$ cat src/include/cufcr_consts.vh
// constants for the per-channel uart data and frame control registers
`ifndef CUFCR_CONSTS_VH
`define CUFCR_CONSTS_VH
`define CUFCR_CH1_UART_DATA 8'h24
`define CUFCR_CH1_FRAME_CTRL 8'h25
`define CUFCR_CH2_UART_DATA 8'h44
`define CUFCR_CH2_FRAME_CTRL 8'h45
`define CUFCR_UART_RESET 8'h00
`define CUFCR_CTRL_RESET 8'h06
`define CUFCR_BIT_TIMEOUT 0
`define CUFCR_BIT_CHECKSUM 1
`define CUFCR_BIT_ROLE 2
`define CUFCR_BIT_SYNC 3
`define CUFCR_BIT_SKIP 6
`define CUFCR_BIT_RESET 7
`define CUFCR_RELAX_BITS 2'h3
`define CUFCR_STRICT_BITS 2'h0
`define CUFCR_FIFO_WIDTH 8
`define CUFCR_FIFO_DEPTH 16
`define CUFCR_FIFO_AW 4
`endif

$ cat src/cufcr_fifo.v
// parameterised byte fifo with valid and ready on both sides
`timescale 1ns/100ps
module cufcr_fifo #(
    parameter WIDTH = 8,
    parameter DEPTH = 16,
    parameter AW = 4
) (
    // clock and reset
    input wire clk,
    input wire rst,
    // filling side
    input wire inValid,
    output wire inReady,
    input wire [WIDTH-1:0] inData,
    // draining side
    output wire outValid,
    input wire outReady,
    output reg [WIDTH-1:0] outData
);
    reg [WIDTH-1:0] mem [0:DEPTH-1];
    reg [AW-1:0] wrPtr_reg;
    reg [AW-1:0] rdPtr_reg;
    reg [AW:0] count_reg;
    reg outValid_reg;
    wire doWrite;
    wire doRead;
    wire loadOut;

    assign inReady = (count_reg != DEPTH[AW:0]);
    assign doWrite = inValid && inReady;
    assign loadOut = !outValid_reg || outReady;
    assign doRead = loadOut && (count_reg != {(AW+1){1'b0}});
    assign outValid = outValid_reg;

    always @(posedge clk)
    begin
        if (doWrite)
        begin
            mem[wrPtr_reg] <= inData;
        end
        if (rst)
        begin
            wrPtr_reg <= {AW{1'b0}};
            rdPtr_reg <= {AW{1'b0}};
            count_reg <= {(AW+1){1'b0}};
            outValid_reg <= 1'b0;
            outData <= {WIDTH{1'b0}};
        end
        else
        begin
            if (doWrite)
            begin
                wrPtr_reg <= wrPtr_reg + 1'b1;
            end
            if (doRead)
            begin
                rdPtr_reg <= rdPtr_reg + 1'b1;
                outData <= mem[rdPtr_reg];
            end
            if (loadOut)
            begin
                outValid_reg <= doRead;
            end
            if (doWrite && !doRead)
            begin
                count_reg <= count_reg + 1'b1;
            end
            else if (!doWrite && doRead)
            begin
                count_reg <= count_reg - 1'b1;
            end
        end
    end
endmodule // cufcr_fifo

$ cat src/cufcr_regs.v
// two-channel uart data and frame handler control register bank
// Notes on behaviour
// - A write to a channel's uart data register sends that byte unless the transmit fifo is full, a read returns the last byte received.
// - The uart data register is eight bits, read and write, and resets to zero.
// - Timeout bit 0 gives the strict receive timeout, 1 adds three bit times.
// - Checksum bit 1 computes the frame checksum, 0 sends a master message at once with no checksum.
// - Role bit 0 makes the frame handler a slave, 1 a master.
// - Sync bit 1 ties this channel's frame timing to the other channel, but only in master role.
// - Writing 1 to skip resets the frame handler and drops the frame while the cycle counter runs on.
// - Writing 1 to reset resets both the frame handler and the cycle time counter.
`timescale 1ns/100ps
`include "cufcr_consts.vh"
module cufcr_regs (
    // clock and reset
    input wire clk,
    input wire rst,
    // register port from the configuration interface
    input wire [7:0] regAddr,
    input wire regWrite,
    input wire [7:0] regWdata,
    input wire regRead,
    output reg [7:0] regRdata,
    output wire [1:0] uartWrReady,
    // transmit bytes toward each channel's uart, two channels packed
    output wire [1:0] txValid,
    input wire [1:0] txReady,
    output wire [15:0] txData,
    // received bytes from each channel's uart
    input wire [1:0] rxValid,
    input wire [15:0] rxData,
    // frame handler controls per channel
    output wire [1:0] timeoutRelaxSel,
    output wire [3:0] timeoutExtraBits,
    output wire [1:0] checksumEn,
    output wire [1:0] immediateStart,
    output wire [1:0] linkRoleSel,
    output wire [1:0] syncActive,
    output wire [1:0] handlerReset,
    output wire [1:0] cycleCounterReset
);
    // reset image of the control register, split into its fields
    localparam [7:0] CTRL_RESET = `CUFCR_CTRL_RESET;
    localparam [0:0] RST_TIMEOUT = CTRL_RESET[`CUFCR_BIT_TIMEOUT];
    localparam [0:0] RST_CHECKSUM = CTRL_RESET[`CUFCR_BIT_CHECKSUM];
    localparam [0:0] RST_ROLE = CTRL_RESET[`CUFCR_BIT_ROLE];
    localparam [0:0] RST_SYNC = CTRL_RESET[`CUFCR_BIT_SYNC];
    localparam [1:0] RST_EXTRA = RST_TIMEOUT ? `CUFCR_RELAX_BITS : `CUFCR_STRICT_BITS;
    localparam [0:0] RST_IMMEDIATE = ~RST_CHECKSUM;
    localparam [0:0] RST_SYNC_ACT = RST_SYNC & RST_ROLE;

    wire [15:0] ctrlFlat;
    wire [15:0] rxFlat;
    reg [7:0] rdMux;

    genvar ch;
    generate
        for (ch = 0; ch < 2; ch = ch + 1)
        begin : gChan
            wire [7:0] dataAddr;
            wire [7:0] ctrlAddr;
            wire dataWr;
            wire ctrlWr;
            reg [7:0] rxByte_reg;
            reg [7:0] rxByte_next;
            reg timeout_reg;
            reg timeout_next;
            reg checksum_reg;
            reg checksum_next;
            reg role_reg;
            reg role_next;
            reg sync_reg;
            reg sync_next;
            reg [1:0] extra_reg;
            reg [1:0] extra_next;
            reg immStart_reg;
            reg immStart_next;
            reg syncAct_reg;
            reg syncAct_next;
            reg skip_next;
            reg reset_reg;
            reg reset_next;
            reg handlerRst_reg;
            reg handlerRst_next;

            assign dataAddr = (ch == 0) ? `CUFCR_CH1_UART_DATA : `CUFCR_CH2_UART_DATA;
            assign ctrlAddr = (ch == 0) ? `CUFCR_CH1_FRAME_CTRL : `CUFCR_CH2_FRAME_CTRL;
            assign dataWr = regWrite && (regAddr == dataAddr);
            assign ctrlWr = regWrite && (regAddr == ctrlAddr);

            // written byte queued for the transmitter
            cufcr_fifo #(
                .WIDTH(`CUFCR_FIFO_WIDTH),
                .DEPTH(`CUFCR_FIFO_DEPTH),
                .AW(`CUFCR_FIFO_AW)
            ) uTxFifo (
                .clk(clk),
                .rst(rst),
                .inValid(dataWr),
                .inReady(uartWrReady[ch]),
                .inData(regWdata),
                .outValid(txValid[ch]),
                .outReady(txReady[ch]),
                .outData(txData[ch*8+7:ch*8])
            );

            // last received byte, a newer byte overwrites the older one
            always @*
            begin
                rxByte_next = rxByte_reg;
                if (rxValid[ch])
                begin
                    rxByte_next = rxData[ch*8+7:ch*8];
                end
            end

            // readable control fields, reserved bits are never stored
            always @*
            begin
                timeout_next = timeout_reg;
                checksum_next = checksum_reg;
                role_next = role_reg;
                sync_next = sync_reg;
                if (ctrlWr)
                begin
                    timeout_next = regWdata[`CUFCR_BIT_TIMEOUT];
                    checksum_next = regWdata[`CUFCR_BIT_CHECKSUM];
                    role_next = regWdata[`CUFCR_BIT_ROLE];
                    sync_next = regWdata[`CUFCR_BIT_SYNC];
                end
            end

            // decoded controls, registered so they move with the fields
            always @*
            begin
                extra_next = timeout_next ? `CUFCR_RELAX_BITS : `CUFCR_STRICT_BITS;
                immStart_next = !checksum_next;
                syncAct_next = sync_next && role_next;
            end

            // write strobes last one cycle and clear themselves
            always @*
            begin
                skip_next = ctrlWr && regWdata[`CUFCR_BIT_SKIP];
                reset_next = ctrlWr && regWdata[`CUFCR_BIT_RESET];
                handlerRst_next = skip_next || reset_next;
            end

            always @(posedge clk)
            begin
                if (rst)
                begin
                    rxByte_reg <= `CUFCR_UART_RESET;
                end
                else
                begin
                    rxByte_reg <= rxByte_next;
                end
            end

            always @(posedge clk)
            begin
                if (rst)
                begin
                    timeout_reg <= RST_TIMEOUT;
                    checksum_reg <= RST_CHECKSUM;
                    role_reg <= RST_ROLE;
                    sync_reg <= RST_SYNC;
                    extra_reg <= RST_EXTRA;
                    immStart_reg <= RST_IMMEDIATE;
                    syncAct_reg <= RST_SYNC_ACT;
                end
                else
                begin
                    timeout_reg <= timeout_next;
                    checksum_reg <= checksum_next;
                    role_reg <= role_next;
                    sync_reg <= sync_next;
                    extra_reg <= extra_next;
                    immStart_reg <= immStart_next;
                    syncAct_reg <= syncAct_next;
                end
            end

            always @(posedge clk)
            begin
                if (rst)
                begin
                    reset_reg <= 1'b0;
                    handlerRst_reg <= 1'b0;
                end
                else
                begin
                    reset_reg <= reset_next;
                    handlerRst_reg <= handlerRst_next;
                end
            end

            assign rxFlat[ch*8+7:ch*8] = rxByte_reg;
            // strobes and reserved bits read as zero
            assign ctrlFlat[ch*8+7:ch*8] = {4'h0, sync_reg, role_reg, checksum_reg, timeout_reg};
            assign timeoutRelaxSel[ch] = timeout_reg;
            assign timeoutExtraBits[ch*2+1:ch*2] = extra_reg;
            assign checksumEn[ch] = checksum_reg;
            assign immediateStart[ch] = immStart_reg;
            assign linkRoleSel[ch] = role_reg;
            assign syncActive[ch] = syncAct_reg;
            assign handlerReset[ch] = handlerRst_reg;
            assign cycleCounterReset[ch] = reset_reg;
        end
    endgenerate

    // read data selected by address, unmapped addresses read zero
    always @*
    begin
        rdMux = 8'h00;
        case (regAddr)
            `CUFCR_CH1_UART_DATA: rdMux = rxFlat[7:0];
            `CUFCR_CH1_FRAME_CTRL: rdMux = ctrlFlat[7:0];
            `CUFCR_CH2_UART_DATA: rdMux = rxFlat[15:8];
            `CUFCR_CH2_FRAME_CTRL: rdMux = ctrlFlat[15:8];
            default: rdMux = 8'h00;
        endcase
    end

    // read data is registered and held until the next read
    always @(posedge clk)
    begin
        if (rst)
        begin
            regRdata <= 8'h00;
        end
        else if (regRead)
        begin
            regRdata <= rdMux;
        end
    end
endmodule // cufcr_regs

$ cat config.mk
export PLATFORM = sky130hd
export DESIGN_NAME = cufcr_regs
export DESIGN_NICKNAME = d
export VERILOG_FILES = /design/src/cufcr_fifo.v /design/src/cufcr_regs.v
export VERILOG_INCLUDE_DIRS = /design/src /design/src/include
export SDC_FILE = /design/constraint.sdc
export NUM_CORES = 1
export LEC_CHECK = 0
export BUFFER_PORTS_ARGS = -buffer_cell sky130_fd_sc_hd__buf_4
export CAP_MARGIN = 10
export CORE_AREA = 2 2 169 171
export DETAILED_ROUTE_END_ITERATION = 8
export DIE_AREA = 0 0 171 173
export PLACE_DENSITY = 0.77
export SLEW_MARGIN = 15
export SYNTH_ARGS = -nofsm -noshare
export SYNTH_HDL_FRONTEND = slang
export SYNTH_SLANG_ARGS = --single-unit
$ cat constraint.sdc
create_clock -name clk -period 9.45 [get_ports clk]
set_input_delay 1.89 -clock clk [delete_from_list [all_inputs] [get_ports clk]]
set_output_delay 1.89 -clock clk [all_outputs]
set_load 0.005 [all_outputs]
; ---- Yosys cells after proc, flatten, opt, wreduce, memory -nomap -nowiden
; Memories as Yosys holds them, arrays and structs flattened. A register that Yosys moved wholly into a read port is not among the register bits.
; Cells that the tools add are included.
[op_classes]
n_eq_ne = 6
mux = 19
n_addsub = 8
reduce_logical = 34
[ops]
columns = op, count
row1 = 8-bit case mux with 4 select lines, 1
row2 = 5-bit 2-to-1 mux, 4
row3 = 1-bit logical AND, 18
row4 = 4-bit by 1-bit adder with 4-bit output (second input constant), 4
row5 = 8-bit by 6-bit == test with 1-bit output (second input constant), 2
row6 = 8-bit by 7-bit == test with 1-bit output (second input constant), 2
row7 = 1-bit 2-to-1 mux, 12
row8 = 5-bit by 1-bit adder with 5-bit output (second input constant), 2
row9 = 5-bit != test (second input constant), 2
row10 = 5-bit nonzero test, 2
row11 = 5-bit by 1-bit subtractor with 5-bit output (second input constant), 2
row12 = 1-bit zero test, 8
row13 = 1-bit logical OR, 4
row14 = 2-bit 2-to-1 mux, 2
row15 = 2-bit nonzero test, 2
[totals]
ram_bits = 256
reg_bits = 72
output_inout_bits = 46
elab_cells = 98
mem_count = 2
input_bits = 40
[mem_list]
columns = memory, words, width, read_ports, rd_clocked_by_memory_dff, wr, line_no
row1 = gChan[0].uTxFifo.mem, 16, 8, 1, 1, 1, cufcr_fifo.v:20  ; reg [WIDTH-1:0] mem [0:DEPTH-1];
row2 = gChan[1].uTxFifo.mem, 16, 8, 1, 1, 1, cufcr_fifo.v:20

; ---- Logic depth before layout (Yosys ltp)
; Gate-level depths: netlist (run 1).
[depth]
ltp_word = 7
ltp_mapped = 12
depth_no_buf = 10

; ---- Cells and area by module
; A second synthesis (run 1) with hierarchy kept.
[unflattened]
hier_cells = 887
area_unflattened_um2 = 13777.0
[modules_own_cells]
columns = module, area_each_um2, seq_area_each_um2, instances, cells_each
row1 = cufcr_fifo, 5988.2, 4284.1, 2, 357
row2 = cufcr_regs, 1800.5, 800.8, 1, 173

; ---- Worst setup path before layout (run 1)
; OpenSTA, ideal clock, no wires.
[synth_timing]
path_type = input -> register
startpoint = in regAddr[5]
endpoint = reg gChan[1].uTxFifo.count_reg[4]
path_slack_ns = 4.494
required_time_ns = 9.329
path_stages = 10
arrival_time_ns = 4.835
cell_sequence = or4b_1 buf_2 a2111oi_4 ha_1 inv_1 fa_1 a21o_1 a21oi_1 mux2i_1 mux2_2
[synth_via]
elab_chain_len = 6
elab_cells_between_ends = 8
[synth_rtl]
columns = item, line_no
row1 = from (decl), cufcr_regs.v:18  ; input wire [7:0] regAddr,
row2 = 8-bit by 7-bit == test with 1-bit output *, cufcr_regs.v:87  ; assign dataWr = regWrite && (regAddr == dataAddr);
row3 = 1-bit logical AND *, cufcr_regs.v:87
row4 = 1-bit logical AND *, cufcr_fifo.v:30  ; assign doWrite = inValid && inReady;
row5 = net gChan[1].uTxFifo.doWrite, cufcr_fifo.v:25  ; wire doWrite;
row6 = 1-bit zero test, cufcr_fifo.v:68  ; else if (!doWrite && doRead)
row7 = 1-bit logical AND, cufcr_fifo.v:68
row8 = 2-bit nonzero test (no line), -
row9 = to (signal assigned), cufcr_fifo.v:45  ; count_reg <= {(AW+1){1'b0}};
row10 = to (signal assigned), cufcr_fifo.v:66  ; count_reg <= count_reg + 1'b1;
row11 = to (signal assigned), cufcr_fifo.v:70  ; count_reg <= count_reg - 1'b1;
row12 = to (decl), cufcr_fifo.v:23  ; reg [AW:0] count_reg;
; The timed path passes the listed nets; every way through them passes the cells marked *.
; A chain may end at the register's enable or synchronous reset.

; ---- Worst setup path after layout (run 1)
; Same ends and word-level chain as after synthesis.

==> flow_summary.yaml, run 1 <==
detailed_routing:
  vias: 7661
  ant_nets: 0
  routedWlPerCell_um: 20.4
  drt_first_iter_violations: 774
  first_pass_iters: 7
  wl_um: 28100
  drc: 0
  viasPerCell: 5.56
worst_setup_path:
  cp_data_required_time_ns: 9.85
  worstSetupPathType: "primary input to flop"
  cp_max_fo: 9
  arrival_ns: 5.28
  r2r_cells: 10
  startpoint: "regAddr[5]"
  crit_path_start_kind: "primary input"
  cp-end-kind: "flop"
  worstReg2RegStart: "gChan[0].uTxFifo.count_reg[0]"
clocking:
  post_cts_resized: 0
  cts_made_buffers: 35
  cts_tree: "done"
  cts_setup_buffers: 0
  cts_hold_buffers: 0
  htree_levels: 2
  clk_latency_ns: 0.51
  clk_path_buf_depth: 3
  root_buffer: "clkbuf_16"
  numClockSinks: 340
  clkTransAtPathRegs_ns: 0.06
global_routing:
  grt_pass1_vias: 7909
  overflow: 0
  grt_first_pass_wirelength_um: 44100
  antenna_found_initial: 0
  grt.total_usage_pct: 19.4
  grt_max_degree: 88
hold_path:
  hp-start: "gChan[1].rxByte_reg[2]"
  hold_depth: 2
  hp-class: "flop to flop"
timing:
  fin_hold_ws_ns: 0.494
  finClkSkew_ns: 0.0149
  rsz0062_at_grt: "no"
  slew_headroom_pct: 26.7
  setup_tns_ns: 0
  drv_slew: 0
  finalCriticalPeriod_ns: 4.88
  fmax_mhz: 205
  hold_viol: 0
  worst_slack_ns: 4.57
  finalSetupViolations: 0
  post-route-period-util_pct: 51.7
  worstMarginPinSlew_ns: 1.09
synth:
  synth_enable_flop_cells: 256
  synthesis.area_um2: 13700
  synth_adder_area_share_pct: 1.94
  synth_common_cells: "edfxtp_1, nor2_1, mux2i_1"
  synth_top_family_by_area: "multiplexers"
  yosys.area.top_type_share_pct: 56.2
  synth.most_common_cell: "edfxtp_1"
  synthTopCellsByArea: "edfxtp_1, dfxtp_1, mux2i_1"
  synth_mux_area_share_pct: 13.1
  synth-simple-area-share_pct: 6.82
  ys_types: 49
  synthCells: 908
  synthArstFlopShare_pct: 0
  synth-main-ff-cell: "edfxtp_1"
  synth.net_count: 968
  ys_seq_area_share_pct: 68.5
  yosysWarnings: 0
  syn_area_per_cell_um2: 15.1
  synth-xor-area-share_pct: 0.832
  synth_top_area_cell: "edfxtp_1"
  ys_ff_latch: 340
  synth_compound_area_share_pct: 5.82
layout:
  syn_to_final_growth_pct: 14.0
  nets: 1032
  num_antenna_cells: 0
  fillCellCount: 2195
  largest_reg_flops: 256
  drive_gt1_share_pct: 18.9
  fin_area_um2: 15600
die:
  die_y_um: 173
  io_pins: 86
  rows: 61
  dieArea_um2: 29600
  die_x_um: 171
  initial_core_util_pct: 49.5
  design.core.area_um2: 27600
run_status:
  status: "completed"
placement:
  place_congestion: 0.845
  placed_cell_area_um2: 14500
  place_ws_ns: 4.02
  hpwl_um: 17600
  port_buffers: 85
pwr:
  p_per_area_nw_per_um2: 238
  irDropWorstVdd_mv: 0.161
  p_leak_nw: 5.26
job:
  drv_cap: 0
cell usage in the layout, fill, tap and decap left out, types with 3 or more instances in the layout:
cell,n
nor2b_1,16
clkbuf_8,4
buf_4,95
or3_1,4
nor3_1,7
nand3_1,6
o211ai_1,4
a22oi_1,20
nand2b_1,8
nand3b_1,4
nand2_1,20
xor2_1,8
mux2i_1,101
a21oi_1,16
clkinv_2,3
a311oi_1,16
mux4_2,32
inv_6,4
edfxtp_1,256
clkinv_1,5
a21o_1,5
and3_1,3
clkbuf_1,11
xnor2_1,5
inv_1,18
dfxtp_1,82
ha_1,18
o22ai_1,40
mux2_2,4
clkbuf_16,35
nor2_1,115
where the power goes:
part | switching, mW | internal, mW
combinational | 0.383 | 0.324
sequential | 0.0619 | 1.67
clock | 0.548 | 0.724
routing by layer:
layer,wire length [um],vias up,track usage [%]
met5,0,-,0
met4,726,0,6.32
met3,1490,54,3.16
met2,14500,221,33.6
met1,11300,3825,24.8
li1,-,3561,-
final timing paths:
check | to | slack [ns]
setup reg to reg | gChan[0].uTxFifo.count_reg[4] | 5.91
setup / recovery | gChan[1].uTxFifo.count_reg[4] | 4.57
hold reg to reg | gChan[1].rxByte_reg[2] | 0.49
hold / removal | gChan[1].rxByte_reg[2] | 0.49
critical path, stage by stage:
cell and delay, ns:
buf_4 0.12, or4b_1 0.67, a2111oi_4 0.79, ha_1 0.29
inv_1 0.12, fa_1 0.47, a21o_1 0.19, a21oi_1 0.17
mux2i_1 0.21, mux2_2 0.36
cell type report:
class	instances	area, um2	share of cell area [%]
clock buffer	50	972	6.24
clock inverter	14	87.6	0.562
inverter	18	67.6	0.433
multi-input combinational	482	3900	25.0
sequential	340	9370	60.1
tap	378	473	3.03
timing repair buffer	95	713	4.58
logic make-up after synthesis:
kind of cell / count (synthesis)
flip-flops: 340
multiplexers: 138
AO/OA/AOI/OAI: 113
buffers and inverters: 86
AND/OR/NAND/NOR: 198
XOR/XNOR: 13
adder cells (fa/ha/maj): 20
stage by stage:
| step | utilization, % | power [mW] | std cells |
|---|---|---|---|
| global route | 56.4 | 3.87 | 1377 |
| CTS | 56.4 | 3.74 | 1377 |
| detailed placement | 52.6 | 2.47 | 1313 |
| global placement | 52.6 | 2.45 | 1313 |
| floorplan | - | 2.25 | 908 |
| finish | 56.4 | 3.71 | 1377 |
Note: power is estimated with default switching activity, not from simulation.
==> run 2, diff against run 1 <==
==> constraint.sdc (replaced) <==
create_clock -name clk -period 5 [get_ports clk]
set_input_delay 1 -clock clk [delete_from_list [all_inputs] [get_ports clk]]
set_output_delay 1 -clock clk [all_outputs]
set_load 0.005 [all_outputs]
==> flow_summary.yaml, run 2 (synthesis results as in run 1) <==
global_routing:
  antenna_found_initial: 0
  grt.total_usage_pct: 19.2
  overflow: 0
  grt_first_pass_wirelength_um: 43300
  grt_pass1_vias: 7785
  grt_max_degree: 88
pwr:
  p_leak_nw: 5.31
  irDropWorstVdd_mv: 0.309
  p_per_area_nw_per_um2: 455
  power.total_mw: 7.13
die:
  initial_core_util_pct: 49.5
  design.core.area_um2: 27600
  die_y_um: 173
  dieArea_um2: 29600
  rows: 61
  io_pins: 86
  die_x_um: 171
layout:
  largest_reg_flops: 256
  fin_area_um2: 15700
  layout_commonest_cell: "edfxtp_1"
  fin_cells: 1381
  drive_gt1_share_pct: 19.5
  final_cell_mix: "edfxtp_1, nor2_1, mux2i_1"
  num_antenna_cells: 0
  nets: 1037
  syn_to_final_growth_pct: 14.6
placement:
  place_inst: 1318
  place_congestion: 0.789
  placed_cell_area_um2: 14600
  place_ws_ns: 0.818
  port_buffers: 85
  hpwl_um: 17600
timing:
  slew_headroom_pct: 31.1
  drv_slew: 0
  finClkSkew_ns: 0.0170
  worstMarginPinSlew_ns: 1.03
  fmax_mhz: 271
  hold_viol: 0
  worst_slack_ns: 1.30
  rsz0062_at_grt: "no"
  finalSetupViolations: 0
  finalCriticalPeriod_ns: 3.70
  post-route-period-util_pct: 73.9
  setup_tns_ns: 0
worst_setup_path:
  reg2reg_to: "gChan[0].uTxFifo.count_reg[4]"
  cp-end-kind: "flop"
  crit_path_start_kind: "primary input"
  r2r_cells: 10
  cp.buffers_inverters: 3
  worstSetupPathType: "primary input to flop"
  slowest_delay_ns: 0.67
  cp_max_fo: 9
  path_delay_family: "compound AO/OA/AOI/OAI gates"
  cp_data_required_time_ns: 5.40
  worstPathCellList: "buf_4 > or4b_1 > a2111oi_4 > buf_4 > ha_1 > inv_1 > fa_1 > a21o_1 > a21oi_1 > mux2i_1 > mux2_2"
  crit_path_top_delay_cell: "or4b_1"
  worstReg2RegStart: "gChan[0].uTxFifo.count_reg[0]"
  arrival_ns: 4.09
  crit_path_frequent_cell: "buf_4"
  rrSetupSlack_ns: 1.42
hold_path:
  hp-start: "gChan[1].uTxFifo.outData[2]"
  hp-class: "flop to flop"
  min_to: "gChan[1].uTxFifo.outData[2]"
  hold_depth: 2
detailed_routing:
  vias: 7767
  routedWlPerCell_um: 20.5
  drc: 0
  ant_nets: 0
  drt_first_iter_violations: 739
  wl_um: 28300
  first_pass_iters: 5
  viasPerCell: 5.62
clocking:
  cts_hold_buffers: 0
  cts_setup_buffers: 0
  cts_made_buffers: 35
  cts_tree: "done"
  clk_path_buf_depth: 3
  htree_levels: 2
  clk_latency_ns: 0.51
  root_buffer: "clkbuf_16"
  post_cts_resized: 0
  clkTransAtPathRegs_ns: 0.06
  numClockSinks: 340
job:
  drv_cap: 0
run_status:
  status: "completed"
==> run 2: cell count changes in the layout (fill, tap and decap cells not counted), sizes merged <==
cell and change:
clkinvlp +1, inv -5, buf +5, clkinv +1
bufinv +1, clkbuf +1
==> run 2: worst max path at each step <==
| stage | from | to | slack (ns) | cells past startpoint |
|---|---|---|---|---|
| after detailed placement | regAddr[5] | gChan[1].uTxFifo.count_reg[4] | 0.82 | 11 |
| after CTS | regAddr[5] | gChan[1].uTxFifo.count_reg[4] | 1.35 | 11 |
| after global routing | regAddr[1] | gChan[0].uTxFifo.count_reg[4] | 1.14 | 11 |
| after floorplan | regAddr[5] | gChan[1].uTxFifo.count_reg[4] | 0.93 | 10 |
| after global placement | regAddr[5] | gChan[1].uTxFifo.count_reg[4] | 0.83 | 11 |
| final | regAddr[5] | gChan[1].uTxFifo.count_reg[4] | 1.30 | 11 |
==> run 2: cell type report <==
class	count	area (um2)
clock buffer	51	1030
tap	378	473
fill	2189	11900
sequential	340	9370
timing repair buffer	100	751
inverter	18	67.6
clock inverter	12	90.1
multi-input combinational	482	3900
==> run 2: worst reg2reg max path, delay by kind of cell, from the launching register on <==
kind	cells	cell delay (ns)
buffers and inverters	2	0.43
adders and majority gates	2	0.56
DFF	1	0.36
muxes	2	0.56
AOI/OAI and AO/OA	3	0.93
and+or+nand+nor	1	0.64
==> run 2: routing by layer <==
metal / track usage (%) / wire length (um) / up-vias
li1: - / - / 3565
met1: 25.1 / 11500 / 3860
met2: 32.3 / 14100 / 264
met3: 2.93 / 1640 / 78
met4: 7.42 / 1030 / 0
met5: 0 / 0 / -
==> run 2: stage by stage <==
step                hold slack, ns  utilization (%)
finish                       0.495             56.8
global route                 0.527             56.8
CTS                          0.500             56.8
detailed placement           0.481             52.7
global placement             0.473             52.7
floorplan                    0.460                -
==> run 2: report_power, final <==
group | total (mW) | switching, mW | leakage (nW) | internal [mW]
clock | 2.50 | 1.02 | 0.545 | 1.48
sequential | 3.30 | 0.139 | 2.99 | 3.16
combinational | 1.33 | 0.721 | 1.78 | 0.612
total | 7.13 | 1.88 | 5.31 | 5.25
